<file path="config.mk">
export PLATFORM = sky130hd
export DESIGN_NAME = tfg_frame_gen
export DESIGN_NICKNAME = d
export VERILOG_FILES = /design/src/inc/tfg_pkg.sv /design/src/logic/tfg_blanker.sv /design/src/logic/tfg_frame_gen.sv
export VERILOG_INCLUDE_DIRS = /design/src /design/src/inc
export SDC_FILE = /design/constraint.sdc
export NUM_CORES = 2
export LEC_CHECK = 0
export BUFFER_PORTS_ARGS = -buffer_cell sky130_fd_sc_hd__buf_4
export CAP_MARGIN = 5
export CORE_UTILIZATION = 40
export DETAILED_ROUTE_END_ITERATION = 6
export RECOVER_POWER = 100
export SETUP_SLACK_MARGIN = 0.1
export SYNTH_ARGS = -nofsm -noshare
export SYNTH_HDL_FRONTEND = slang
export SYNTH_HIERARCHICAL = 1
export SYNTH_SLANG_ARGS = --single-unit
</file>
<file path="constraint.sdc">
create_clock -name i_clock -period 14.89 [get_ports i_clock]
set_input_delay 0.7445 -clock i_clock [delete_from_list [all_inputs] [get_ports i_clock]]
set_output_delay 0.7445 -clock i_clock [all_outputs]
set_load 0.01 [all_outputs]
</file>
<file path="src/inc/tfg_cfg.svh">
`ifndef TFG_CFG_SVH
`define TFG_CFG_SVH

// Register byte offsets
`define TFG_REG_CTRL       8'h00
`define TFG_REG_FORMAT     8'h04
`define TFG_REG_SYNC       8'h08
`define TFG_REG_CNT_LIM    8'h0c
`define TFG_REG_BLANK      8'h10
`define TFG_REG_BLANK_RUN  8'h14
`define TFG_REG_ERR_CMD    8'h18
`define TFG_REG_ENTRY_IDX  8'h1c
`define TFG_REG_ENTRY_VAL  8'h20
`define TFG_REG_STATUS     8'h24

// CTRL fields
`define TFG_CTRL_EN_BIT    0
`define TFG_CTRL_LSB_BIT   1
`define TFG_CTRL_DIR_BIT   2
`define TFG_CTRL_CMIN_BIT  3
`define TFG_CTRL_BMODE_LSB 4

// FORMAT fields: word length in [4:0], words per frame in [31:16]
`define TFG_FMT_WLEN_LSB   0
`define TFG_FMT_WPF_LSB    16

// Entry value fields: opcode [17:16], operand [15:0]
`define TFG_ENT_OP_LSB     16

// Reset values
`define TFG_RST_WLEN       5'h10
`define TFG_RST_WPF        16'h0010
`define TFG_RST_CMAX       16'hffff

`define TFG_PROG_DEPTH     32
`define TFG_SYNC_HALF_W    16

`endif

</file>
<file path="src/inc/tfg_pkg.sv">
package tfg_pkg;
  typedef enum logic [1:0] {
    TFG_OP_SYNC,
    TFG_OP_IMM,
    TFG_OP_REPEAT,
    TFG_OP_FCOUNT
  } tfg_op_t;

  typedef enum logic [1:0] {
    TFG_BLANK_OFF,
    TFG_BLANK_FREE,
    TFG_BLANK_FRAME
  } tfg_blank_mode_t;
endpackage

</file>
<file path="src/logic/tfg_blanker.sv">
`timescale 1ns/1ps
`include "tfg_cfg.svh"
module tfg_blanker
  import tfg_pkg::*;
#(
  parameter int CW = 16
) (
  input wire logic i_clock,
  input wire logic i_rst_n,
  input wire logic i_bit_valid,
  input wire logic i_bit,
  input wire logic i_frame_start,
  input wire tfg_blank_mode_t i_mode,
  input wire logic [CW-1:0] i_blank_len,
  input wire logic [CW-1:0] i_run_len,
  output logic o_bit,
  output logic o_blanking
);
  logic blank_q;
  logic [CW-1:0] cnt_q;
  logic done_q;

  // ****************
  // Blanking timer
  // ****************
  always_ff @(posedge i_clock or negedge i_rst_n) begin
    if (!i_rst_n) begin
      blank_q <= 1'b0;
      cnt_q <= '0;
      done_q <= 1'b0;
    end else if (i_mode == TFG_BLANK_OFF) begin
      blank_q <= 1'b0;
      cnt_q <= '0;
      done_q <= 1'b0;
    end else if (i_bit_valid) begin
      if (i_mode == TFG_BLANK_FRAME && i_frame_start) begin
        // Offset counted from the frame's first bit; once per frame
        done_q <= 1'b0;
        blank_q <= 1'b0;
        cnt_q <= CW'(1);
      end else if (blank_q) begin
        if (cnt_q + CW'(1) >= i_blank_len) begin
          blank_q <= 1'b0;
          cnt_q <= '0;
          done_q <= (i_mode == TFG_BLANK_FRAME);
        end else begin
          cnt_q <= cnt_q + CW'(1);
        end
      end else if (!done_q) begin
        if (cnt_q + CW'(1) >= i_run_len && i_blank_len != '0) begin
          blank_q <= 1'b1;
          cnt_q <= '0;
        end else begin
          cnt_q <= cnt_q + CW'(1);
        end
      end
    end
  end

  always_ff @(posedge i_clock or negedge i_rst_n) begin
    if (!i_rst_n) begin
      o_bit <= 1'b0;
      o_blanking <= 1'b0;
    end else if (i_bit_valid) begin
      o_bit <= blank_q ? 1'b0 : i_bit;
      o_blanking <= blank_q;
    end
  end
endmodule

</file>
<file path="src/logic/tfg_frame_gen.sv">
// The register offsets and the AXI4-Lite interface to the registers were chosen for this implementation.
`timescale 1ns/1ps
`include "tfg_cfg.svh"
module tfg_frame_gen
  import tfg_pkg::*;
#(
  parameter int DEPTH = `TFG_PROG_DEPTH,
  parameter int WMAX = 16
) (
  input wire logic i_clock,
  input wire logic i_rst_n,
  input wire logic [7:0] i_awaddr,
  input wire logic i_awvalid,
  output logic o_awready,
  input wire logic [31:0] i_wdata,
  input wire logic [3:0] i_wstrb,
  input wire logic i_wvalid,
  output logic o_wready,
  output logic [1:0] o_bresp,
  output logic o_bvalid,
  input wire logic i_bready,
  input wire logic [7:0] i_araddr,
  input wire logic i_arvalid,
  output logic o_arready,
  output logic [31:0] o_rdata,
  output logic [1:0] o_rresp,
  output logic o_rvalid,
  input wire logic i_rready,
  output logic o_tx_bit,
  output logic o_tx_bit_valid,
  output logic o_frame_start,
  output logic o_blanking
);
  localparam int IW = $clog2(DEPTH);

  // ****************
  // Configuration
  // ****************
  logic en_q, lsb_q, dir_q, cmin_q;
  tfg_blank_mode_t bmode_q;
  logic [4:0] wlen_q;
  logic [15:0] wpf_q;
  logic [31:0] sync_q;
  logic [15:0] cmax_q;
  logic [15:0] blen_q, boff_q;
  logic [5:0] idx_q;
  logic [17:0] prog_q [DEPTH];
  logic err_req_q;
  logic [15:0] fcnt_q;

  // AXI write path
  logic aw_have_q, w_have_q;
  logic [7:0] awaddr_q;
  logic [31:0] wdata_q;
  logic wr_go;
  logic [IW-1:0] sel;

  assign wr_go = aw_have_q && w_have_q && !o_bvalid;
  assign sel = IW'(idx_q - 6'h01);

  always_ff @(posedge i_clock or negedge i_rst_n) begin
    if (!i_rst_n) begin
      aw_have_q <= 1'b0;
      w_have_q <= 1'b0;
      awaddr_q <= 8'h00;
      wdata_q <= 32'h0;
      o_awready <= 1'b0;
      o_wready <= 1'b0;
      o_bvalid <= 1'b0;
      o_bresp <= 2'h0;
    end else begin
      o_awready <= !aw_have_q && !(i_awvalid && o_awready);
      o_wready <= !w_have_q && !(i_wvalid && o_wready);
      if (i_awvalid && o_awready) begin
        aw_have_q <= 1'b1;
        awaddr_q <= i_awaddr;
      end
      if (i_wvalid && o_wready) begin
        w_have_q <= 1'b1;
        wdata_q <= i_wdata;
      end
      if (wr_go) begin
        aw_have_q <= 1'b0;
        w_have_q <= 1'b0;
        o_bvalid <= 1'b1;
        o_bresp <= (awaddr_q > `TFG_REG_STATUS) ? 2'h2 : 2'h0;
      end else if (o_bvalid && i_bready) begin
        o_bvalid <= 1'b0;
      end
    end
  end

  // Register stores; partial strobes treated as full word writes
  always_ff @(posedge i_clock or negedge i_rst_n) begin
    if (!i_rst_n) begin
      en_q <= 1'b0;
      lsb_q <= 1'b0;
      dir_q <= 1'b0;
      cmin_q <= 1'b0;
      bmode_q <= TFG_BLANK_OFF;
      wlen_q <= `TFG_RST_WLEN;
      wpf_q <= `TFG_RST_WPF;
      sync_q <= 32'h0;
      cmax_q <= `TFG_RST_CMAX;
      blen_q <= 16'h0;
      boff_q <= 16'h0;
      idx_q <= 6'h01;
    end else if (wr_go) begin
      case (awaddr_q)
        `TFG_REG_CTRL: begin
          en_q <= wdata_q[`TFG_CTRL_EN_BIT];
          lsb_q <= wdata_q[`TFG_CTRL_LSB_BIT];
          dir_q <= wdata_q[`TFG_CTRL_DIR_BIT];
          cmin_q <= wdata_q[`TFG_CTRL_CMIN_BIT];
          bmode_q <= tfg_blank_mode_t'(wdata_q[`TFG_CTRL_BMODE_LSB +: 2]);
        end
        `TFG_REG_FORMAT: begin
          wlen_q <= wdata_q[`TFG_FMT_WLEN_LSB +: 5];
          wpf_q <= wdata_q[`TFG_FMT_WPF_LSB +: 16];
        end
        `TFG_REG_SYNC: sync_q <= wdata_q;
        `TFG_REG_CNT_LIM: cmax_q <= wdata_q[15:0];
        `TFG_REG_BLANK: blen_q <= wdata_q[15:0];
        `TFG_REG_BLANK_RUN: boff_q <= wdata_q[15:0];
        `TFG_REG_ENTRY_IDX: begin
          // Out-of-range indices are ignored
          if (wdata_q[5:0] >= 6'h01 && wdata_q[5:0] <= 6'(DEPTH))
            idx_q <= wdata_q[5:0];
        end
        default: begin
        end
      endcase
    end
  end

  // Program memory, one entry per generate slot
  genvar g;
  generate
    for (g = 0; g < DEPTH; g++) begin : g_prog
      always_ff @(posedge i_clock or negedge i_rst_n) begin
        if (!i_rst_n)
          prog_q[g] <= 18'h0;
        else if (wr_go && awaddr_q == `TFG_REG_ENTRY_VAL && sel == IW'(g))
          prog_q[g] <= wdata_q[17:0];
      end
    end
  endgenerate

  // Error command: set wins over the consuming clear
  logic err_take;
  always_ff @(posedge i_clock or negedge i_rst_n) begin
    if (!i_rst_n)
      err_req_q <= 1'b0;
    else if (wr_go && awaddr_q == `TFG_REG_ERR_CMD && wdata_q[0])
      err_req_q <= 1'b1;
    else if (err_take)
      err_req_q <= 1'b0;
  end

  // AXI read path
  always_ff @(posedge i_clock or negedge i_rst_n) begin
    if (!i_rst_n) begin
      o_arready <= 1'b0;
      o_rvalid <= 1'b0;
      o_rdata <= 32'h0;
      o_rresp <= 2'h0;
    end else begin
      o_arready <= !o_rvalid && !(i_arvalid && o_arready);
      if (i_arvalid && o_arready) begin
        o_rvalid <= 1'b1;
        o_rresp <= 2'h0;
        case (i_araddr)
          `TFG_REG_CTRL: o_rdata <= {26'h0, bmode_q, cmin_q, dir_q,
                                     lsb_q, en_q};
          `TFG_REG_FORMAT: o_rdata <= {wpf_q, 11'h0, wlen_q};
          `TFG_REG_SYNC: o_rdata <= sync_q;
          `TFG_REG_CNT_LIM: o_rdata <= {16'h0, cmax_q};
          `TFG_REG_BLANK: o_rdata <= {16'h0, blen_q};
          `TFG_REG_BLANK_RUN: o_rdata <= {16'h0, boff_q};
          `TFG_REG_ERR_CMD: o_rdata <= {31'h0, err_req_q};
          `TFG_REG_ENTRY_IDX: o_rdata <= {26'h0, idx_q};
          `TFG_REG_ENTRY_VAL: o_rdata <= {14'h0, prog_q[sel]};
          `TFG_REG_STATUS: o_rdata <= {o_blanking, 15'h0, fcnt_q};
          default: begin
            o_rdata <= 32'h0;
            o_rresp <= 2'h2;
          end
        endcase
      end else if (o_rvalid && i_rready) begin
        o_rvalid <= 1'b0;
      end
    end
  end

  // ****************
  // Frame sequencer
  // ****************
  logic [IW-1:0] pc_q;
  logic [15:0] rep_q, word_cnt_q, last_q;
  logic sync_half_q, in_rep_q;
  logic [15:0] shreg_q;
  logic [4:0] bit_q;
  logic [17:0] ent;
  tfg_op_t op;
  logic load_word, word_end, frame_end;
  logic [15:0] next_word, masked, coded;

  assign ent = prog_q[pc_q];
  assign op = tfg_op_t'(ent[`TFG_ENT_OP_LSB +: 2]);
  assign word_end = (bit_q == 5'h0);
  assign load_word = en_q && word_end;
  assign frame_end = (word_cnt_q + 16'h0001 >= wpf_q);

  always_comb begin
    next_word = last_q;
    if (in_rep_q)
      next_word = last_q;
    else case (op)
      TFG_OP_SYNC: next_word = sync_half_q ? sync_q[15:0]
                                           : sync_q[31:16];
      TFG_OP_IMM: next_word = ent[15:0];
      TFG_OP_REPEAT: next_word = last_q;
      TFG_OP_FCOUNT: next_word = fcnt_q;
      default: next_word = last_q;
    endcase
  end

  // Short words keep the low bits of the value
  always_comb begin
    masked = next_word & ((16'h0001 << wlen_q) - 16'h0001);
    if (wlen_q >= 5'(`TFG_SYNC_HALF_W))
      masked = next_word;
  end

  // Left-align so the shifter always emits from bit 15 down
  always_comb begin
    coded = masked << (5'(WMAX) - wlen_q);
    if (lsb_q)
      coded = {<<{masked}};
  end

  always_ff @(posedge i_clock or negedge i_rst_n) begin
    if (!i_rst_n) begin
      pc_q <= '0;
      rep_q <= 16'h0;
      in_rep_q <= 1'b0;
      sync_half_q <= 1'b0;
      word_cnt_q <= 16'h0;
      last_q <= 16'h0;
      shreg_q <= 16'h0;
      bit_q <= 5'h0;
    end else if (!en_q) begin
      pc_q <= '0;
      word_cnt_q <= 16'h0;
      bit_q <= 5'h0;
      in_rep_q <= 1'b0;
      sync_half_q <= 1'b0;
    end else if (load_word) begin
      shreg_q <= coded;
      // Load cycle emits the first bit, so only wlen-1 shifts follow
      bit_q <= (wlen_q == 5'h0) ? 5'h0 : wlen_q - 5'h1;
      if (op != TFG_OP_REPEAT)
        last_q <= next_word;
      if (frame_end) begin
        pc_q <= '0;
        word_cnt_q <= 16'h0;
        in_rep_q <= 1'b0;
        sync_half_q <= 1'b0;
      end else begin
        word_cnt_q <= word_cnt_q + 16'h0001;
        if (op == TFG_OP_REPEAT && !in_rep_q && ent[15:0] > 16'h1) begin
          in_rep_q <= 1'b1;
          rep_q <= ent[15:0] - 16'h2;
        end else if (in_rep_q && rep_q != 16'h0) begin
          rep_q <= rep_q - 16'h1;
        end else if (op == TFG_OP_SYNC && !sync_half_q) begin
          sync_half_q <= 1'b1;
        end else begin
          in_rep_q <= 1'b0;
          sync_half_q <= 1'b0;
          pc_q <= (pc_q == IW'(DEPTH - 1)) ? '0 : pc_q + IW'(1);
        end
      end
    end else begin
      shreg_q <= {shreg_q[14:0], 1'b0};
      bit_q <= bit_q - 5'h1;
    end
  end

  // ****************
  // Frame counter
  // ****************
  logic [15:0] cmin;
  assign cmin = {15'h0, cmin_q};

  always_ff @(posedge i_clock or negedge i_rst_n) begin
    if (!i_rst_n)
      fcnt_q <= 16'h0;
    else if (!en_q)
      fcnt_q <= dir_q ? cmax_q : cmin;
    else if (load_word && frame_end) begin
      if (!dir_q)
        fcnt_q <= (fcnt_q >= cmax_q) ? cmin : fcnt_q + 16'h1;
      else
        fcnt_q <= (fcnt_q <= cmin) ? cmax_q : fcnt_q - 16'h1;
    end
  end

  // ****************
  // Error insert and output
  // ****************
  logic raw_bit, gen_valid, gen_start, err_bit;
  assign raw_bit = load_word ? coded[15] : shreg_q[14];
  assign gen_valid = en_q;
  assign gen_start = load_word && word_cnt_q == 16'h0;
  assign err_take = gen_valid && err_req_q;
  assign err_bit = raw_bit ^ err_take;

  always_ff @(posedge i_clock or negedge i_rst_n) begin
    if (!i_rst_n) begin
      o_tx_bit_valid <= 1'b0;
      o_frame_start <= 1'b0;
    end else begin
      o_tx_bit_valid <= gen_valid;
      o_frame_start <= gen_start;
    end
  end

  tfg_blanker #(.CW(16)) u_blank (
    .i_clock(i_clock),
    .i_rst_n(i_rst_n),
    .i_bit_valid(gen_valid),
    .i_bit(err_bit),
    .i_frame_start(gen_start),
    .i_mode(bmode_q),
    .i_blank_len(blen_q),
    .i_run_len(boff_q),
    .o_bit(o_tx_bit),
    .o_blanking(o_blanking)
  );
endmodule

</file>
# Yosys cells after proc, flatten, opt, wreduce, memory -nomap -nowiden
# Cells that the tools add are included.
dict set report classes {
  n_reduce_logical 99
  muxes 79
  order_cmp 12
  n_shift 2
  add_sub_neg 12
  bitwise 5
  eq_ne 62
}
# cell n
set op_table {}
lappend op_table {{$mux W16} 22}
lappend op_table {{$pmux W32 S10} 1}
lappend op_table {{$bmux W18 S5} 2}
lappend op_table {{$eq A5 B5 Y1 const B} 17}
lappend op_table {{$mux W18} 4}
lappend op_table {{$eq A8 B5 Y1 const B} 8}
lappend op_table {{$ge A16 B16 Y1} 4}
lappend op_table {{$pmux W16 S4} 1}
lappend op_table {{$logic_and A1 B1 Y1} 56}
lappend op_table {{$mux W5} 10}
lappend op_table {{$add A16 B1 Y16 const B} 3}
lappend op_table {{$sub A16 B1 Y16 const B} 3}
lappend op_table {{$eq A5 B4 Y1 const B} 8}
lappend op_table {{$mux W1} 36}
lappend op_table {{$eq A8 B4 Y1 const B} 4}
lappend op_table {{$reduce_bool A16 Y1} 2}
lappend op_table {{$eq A8 B6 Y1 const B} 3}
lappend op_table {{$eq A5 B3 Y1 const B} 4}
lappend op_table {{$and A16 B16 Y16} 1}
lappend op_table {{$eq A8 B3 Y1 const B} 2}
lappend op_table {{$gt A16 B1 Y1 const B} 1}
lappend op_table {{$le A16 B1 Y1} 1}
lappend op_table {{$logic_not A16 Y1} 1}
lappend op_table {{$logic_not A8 Y1} 2}
lappend op_table {{other kinds (34)} 75}
dict set report word_totals {
  input_bits 59
  reg_bits 886
}

# Depth between registers and ports, before layout
dict set report logic_depth {
  ltp_word 14
  ltp_mapped 20
  ltp_nobuf 16
}

# Cells and area by module
# The synthesis kept the hierarchy.
# module cells_each area_per_inst_um2 seq_area_each_um2 n_inst
set modules_own_cells {}
lappend modules_own_cells {tfg_frame_gen 3769 48013.5 21644.5 1}
lappend modules_own_cells {tfg_blanker 252 2123.3 500.5 1}

# Worst setup path before layout
# Ideal clock, no wire load.
dict set report synth_timing {
  path_kind {register to register}
  startpoint {register idx_q[0]}
  endpoint {register o_rdata[5]}
  synth_period_minus_slack_ps 4764
  stages_incl_launch_ff 14
  setup_slack_ps 10126
  t_arrival_ps 4643
  t_required_ps 14769
  setup_ps 121
  n_path_buf 6
  path_cell_list {dfstp_2 > buf_1 > buf_1 > clkbuf_1 > inv_1 > ha_1 > clkbuf_1 > clkbuf_1 > clkbuf_1 > mux4_2 > mux4_2 > mux2i_1 > o211ai_1 > a22o_1}
}
dict set report synth_between {
  elab_chain_len 6
}
# item line
set synth_rtl {}
lappend synth_rtl {{start: declaration} tfg_frame_gen.sv:46} ;# logic [5:0] idx_q;
lappend synth_rtl {{start signal: assignment} tfg_frame_gen.sv:128} ;# idx_q <= wdata_q[5:0];
lappend synth_rtl {{$sub A5 B1 Y5} tfg_frame_gen.sv:59} ;# assign sel = IW'(idx_q - 6'h01);
lappend synth_rtl {{$not A5 Y6 (not written as such)} tfg_frame_gen.sv:182} ;# `TFG_REG_ENTRY_VAL: o_rdata <= {14'h0, prog_q[sel]};
lappend synth_rtl {{$bmux W18 S5} tfg_frame_gen.sv:182}
lappend synth_rtl {{$mux W18 (not written as such) (2 in series)} tfg_frame_gen.sv:182}
lappend synth_rtl {{$pmux W32 S10} tfg_frame_gen.sv:172} ;# case (i_araddr)
lappend synth_rtl {{end signal: assignment} tfg_frame_gen.sv:173} ;# `TFG_REG_CTRL: o_rdata <= {26'h0, bmode_q, cmin_q, dir_q,
lappend synth_rtl {{end signal: assignment} tfg_frame_gen.sv:182}
lappend synth_rtl {{end signal: assignment} tfg_frame_gen.sv:183} ;# `TFG_REG_STATUS: o_rdata <= {o_blanking, 15'h0, fcnt_q};
lappend synth_rtl {{end: declaration} tfg_frame_gen.sv:25} ;# output logic [31:0] o_rdata,
# No other way between the ends. The select of a mux whose other input is x is not followed.
# A chain may end at the register's enable or synchronous reset.

# Final worst setup path
dict set report layout_timing {
  startpoint {register pc_q[1]}
  endpoint {register pc_q[3]}
}
dict set report layout_between {
  elab_chain_len 9
  elab_cells_between_ends 22
  cone_classes {1 x add/sub; 1 x order compare; 4 x eq/ne; 10 x mux; 1 x bitwise; 5 x reduce/logical}
}
# item line
set layout_rtl {}
lappend layout_rtl {{start: declaration} tfg_frame_gen.sv:198} ;# logic [IW-1:0] pc_q;
lappend layout_rtl {{start signal: assignment} tfg_frame_gen.sv:281} ;# pc_q <= (pc_q == IW'(DEPTH - 1)) ? '0 : pc_q + IW'(1);
lappend layout_rtl {{branches (longest 9 deep; another with $gt A16 B1 Y1)} -}
# Parallel ways; which one is timed is not known. The select of a mux whose other input is x is not followed.

==> impl_metrics.csv <==
group,metric,value,unit
status,outcome,"complete, but fails checks",
status,violations,"design-rule violations, max-capacitance violations, max-slew violations",
detailed_routing,wl_met3,11.3,mm
timing,fin_tns_setup,0,ps
global_route,grt_max_degree,167,
detailed_routing,avgRoutedWirePerCell,27.3,um
timing,clock_skew,23.5,ps
pwr,p_leak,23.9,nW
finish,fillers,11500,
detailed_routing,via_count,35300,
timing,fmax,0.0972,GHz
cts,cts_sinks,884,
cts,worstSkewPairLatency,710,ps
yosys,synth_seq_area_share,0.442,
place,dpl.hpwl,101,mm
floorplan,start_util,0.404,
global_route,grt_pass1_wl,233,mm
floorplan,dieWidth,356,um
cts,post_cts_resized,0,
finish,nNetsFinal,4139,
yosys,synth_cells,4021,
detailed_routing,met1_length,69.7,mm
place,place.gp.congestion,0.929,
flow_run,drv_cap,48,
critical_path,critPathCapture,"pc_q[3]$_DFFE_PN0P_",
timing,worst_pin_slew,4540,ps
floorplan,num_rows,129,
critical_path,cp.buffers_inverters,3,
critical_path,crit_chain,"clkbuf_1, clkbuf_1, mux4_2, nand2b_1, nand3_1, nand4_2, nor2_1, nand2_1, a31oi_1, clkbuf_1, nor2_4, o21ai_0, o21ai_0, o31ai_1",
critical_path,cpMaxStageDelayCell,"clkbuf_1",
yosys,synth-async-reset-ratio,1.00,
critical_path,path_delay_family,"buffers and inverters",
critical_path,critPathLaunchType,"flop",
critical_path,reg2regPathDepth,14,
cts,cts_buffers,94,
detailed_routing,dr.pass1.iters,7,
timing,final_max_slew_viol_count,1391,
cts,htree_levels,3,
detailed_routing,top_layer,"met4",
critical_path,cp.required,15500,ps
yosys,synth_area,0.0501,mm2
yosys,synthDistinctLibCells,99,
global_route,overflow,0,
detailed_routing,dr.first_iter.drc_count,3641,
cts,post_cts.repair.setup_buffers,0,
cts,path_clk_slew,60,ps
place,port-buffer-count,97,
critical_path,path_depth,14,
yosys,ys_warn_count,6,
global_route,antenna_found_initial,3,
detailed_routing,viasPerCell,6.18,
floorplan,die-area,0.127,mm2
critical_path,r2r_slack,4600,ps
critical_path,rr_startpoint,"pc_q[1]$_DFFE_PN0P_",
cts,cts_root_buffer,"clkbuf_16",
finish,layout.cells.non_filler,5707,
critical_path,worst_setup_path_end_kind,"flop",
critical_path,crit_start,"pc_q[1]$_DFFE_PN0P_",
pwr,ir_drop,0.120,mV
pwr,p_per_area,127,mW/mm2
critical_path,slowest_delay,2450,ps
timing,hold_viol,0,
timing,rsz0062_at_grt,"no",
finish,drive_gt1_frac,0.331,
yosys,synth_edf_count,0,
floorplan,die_h,356,um
global_route,grt_pass1_vias,34700,
place,numPlacedInstances,5531,
global_route,grt_usage,0.245,
critical_path,crit_path_frequent_cell,"clkbuf_1",
finish,layout_common_cells,"dfrtp_1 (862), mux2_2 (744), mux4_2 (254)",
detailed_routing,wl_met2,70.7,mm
finish,mostFrequentLayoutCell,"dfrtp_1",
critical_path,worst_r2r_endpoint,"pc_q[3]$_DFFE_PN0P_",
detailed_routing,ant_nets,0,
yosys,synth_seq_cells,884,
detailed_routing,drc,34,
cts,cts_tree,"done",
critical_path,arrival,10900,ps
timing,min_period_over_period,0.691,
hold_path,hp-class,"in -> reg",
timing,slew_headroom,-2.03,
critical_path,crit_type,"reg -> reg",
detailed_routing,routed_wl,156,mm
yosys,avgSynthCellArea,12.5,um2
floorplan,core_area,0.124,mm2
yosys,ys.flop_type,"dfrtp_1",
finish,area_growth,9.60,%
cts,max-clock-path-buffers,3,
timing,setup-violations-final,0,
timing,fin_crit,10290,ps
critical_path,crit_fanout,51,
cts,postCtsHoldBufs,0,
floorplan,io_pins,104,
worst min-delay path by stage:
| stage | slack [ps] | endpoint | depth (start not counted) | from |
|---|---|---|---|---|
| after global placement | 450 | o_awready$_DFF_PN0_ | 1 | aw_have_q$_DFFE_PN0P_ |
| after detailed placement | 450 | o_awready$_DFF_PN0_ | 1 | aw_have_q$_DFFE_PN0P_ |
| final | 230 | o_bvalid$_DFFE_PN0P_ | 2 | i_bready |
| after global routing | 200 | o_rvalid$_DFFE_PN0P_ | 2 | i_rready |
| after CTS | 30 | u_blank/cnt_q[14]$_DFFE_PN0P_ | 1 | i_rst_n |
| after floorplan | 370 | o_tx_bit_valid$_DFF_PN0_ | 0 | en_q$_DFFE_PN0P_ |
state kept, by name, indices dropped and copies added (netlist names), 2 cells and up:
register	flops
awaddr_q	8
bit_q	5
blen_q	16
bmode_q	2
boff_q	16
cmax_q	16
fcnt_q	16
idx_q	6
last_q	16
o_rdata	32
pc_q	5
prog_q	576
rep_q	16
shreg_q	15
sync_q	32
u_blank/cnt_q	16
wdata_q	32
wlen_q	5
word_cnt_q	16
wpf_q	16
synth_stat cells, types with 8 or more instances:
| library cell | count | area [um2] |
|---|---|---|
| dfrtp_1 | 865 | 21600 |
| mux2_2 | 745 | 8390 |
| mux4_2 | 254 | 5720 |
| clkbuf_1 | 226 | 848 |
| nand2_1 | 226 | 848 |
| mux2i_1 | 208 | 2080 |
| nor2_1 | 152 | 571 |
| o21ai_0 | 133 | 666 |
| inv_1 | 114 | 428 |
| a22oi_1 | 104 | 781 |
| ha_1 | 90 | 1130 |
| nand3_1 | 79 | 395 |
| a21oi_1 | 72 | 360 |
| a22o_1 | 52 | 455 |
| nor3_1 | 52 | 260 |
| xnor2_1 | 44 | 385 |
| o211ai_1 | 39 | 293 |
| buf_1 | 32 | 120 |
| a221oi_1 | 30 | 263 |
| nand4_1 | 27 | 169 |
| xor2_1 | 27 | 236 |
| buf_2 | 24 | 120 |
| nand2b_1 | 24 | 150 |
| a21o_1 | 21 | 158 |
| and3_1 | 20 | 125 |
| dfstp_2 | 19 | 499 |
| nor2b_1 | 18 | 113 |
| buf_6 | 17 | 191 |
| nor4_1 | 16 | 100 |
| a222oi_1 | 15 | 150 |
| or3_1 | 15 | 93.8 |
| a31oi_1 | 14 | 87.6 |
| and2_1 | 14 | 87.6 |
| o31ai_1 | 14 | 105 |
| or4_1 | 12 | 90.1 |
| buf_4 | 10 | 75.1 |
| o2111ai_1 | 10 | 87.6 |
| o221ai_1 | 9 | 78.8 |
| or2_2 | 8 | 50.1 |
final cells by class:
class	instances	area, um2	area share
multi-input cells	2703	26100	0.475
flip-flops and latches	884	22200	0.403
clock buffers	139	2710	0.0493
well taps	1637	2050	0.0373
repair buffers	191	1160	0.0211
inverters	116	435	0.00792
clock inverters	35	355	0.00647
diodes	2	5.00	0.0000911
through the flow:
| stage | hold WS (ps) | power [mW] | utilization | setup WS (ps) | instance area [um2] |
|---|---|---|---|---|---|
| 2_1_floorplan | 367 | 3.91 | - | 10130 | 50100 |
| 3_3_place_gp | 447 | 4.60 | 0.422 | 8310 | 52400 |
| 3_5_place_dp | 449 | 4.62 | 0.422 | 8300 | 52400 |
| 4_1_cts | 25.7 | 6.99 | 0.447 | 8310 | 55400 |
| 5_1_grt | 200 | 7.24 | 0.443 | 4050 | 54900 |
| 6_report | 227 | 6.95 | 0.443 | 4600 | 55000 |
metal layers:
metal  track usage  vias to the layer above
met3        0.0452                      242
met2         0.375                     1346
met4        0.0664                        0
met1         0.356                    18600
met5             0                        -
li1              -                    15100
cells by family (layout without fill, tap and decap cells):
logic type / Yosys count / after routing / share of synthesized area
adders and majority gates: 90 / 90 / 0.0225
and+or+nand+nor: 702 / 702 / 0.0678
DFF: 884 / 884 / 0.442
other: 1 / 4 / 0.0000748
muxes: 1212 / 1212 / 0.325
AOI/OAI and AO/OA: 626 / 626 / 0.0918
buffers and inverters: 435 / 481 / 0.0392
xor gates and xnor gates: 71 / 71 / 0.0124
report_power, final:
part           internal [mW]  total (mW)  switching [mW]
clock                   1.34        2.37            1.03
sequential              2.58        2.84           0.260
combinational          0.594        1.75            1.15
Power figures use the tool's default switching activity.
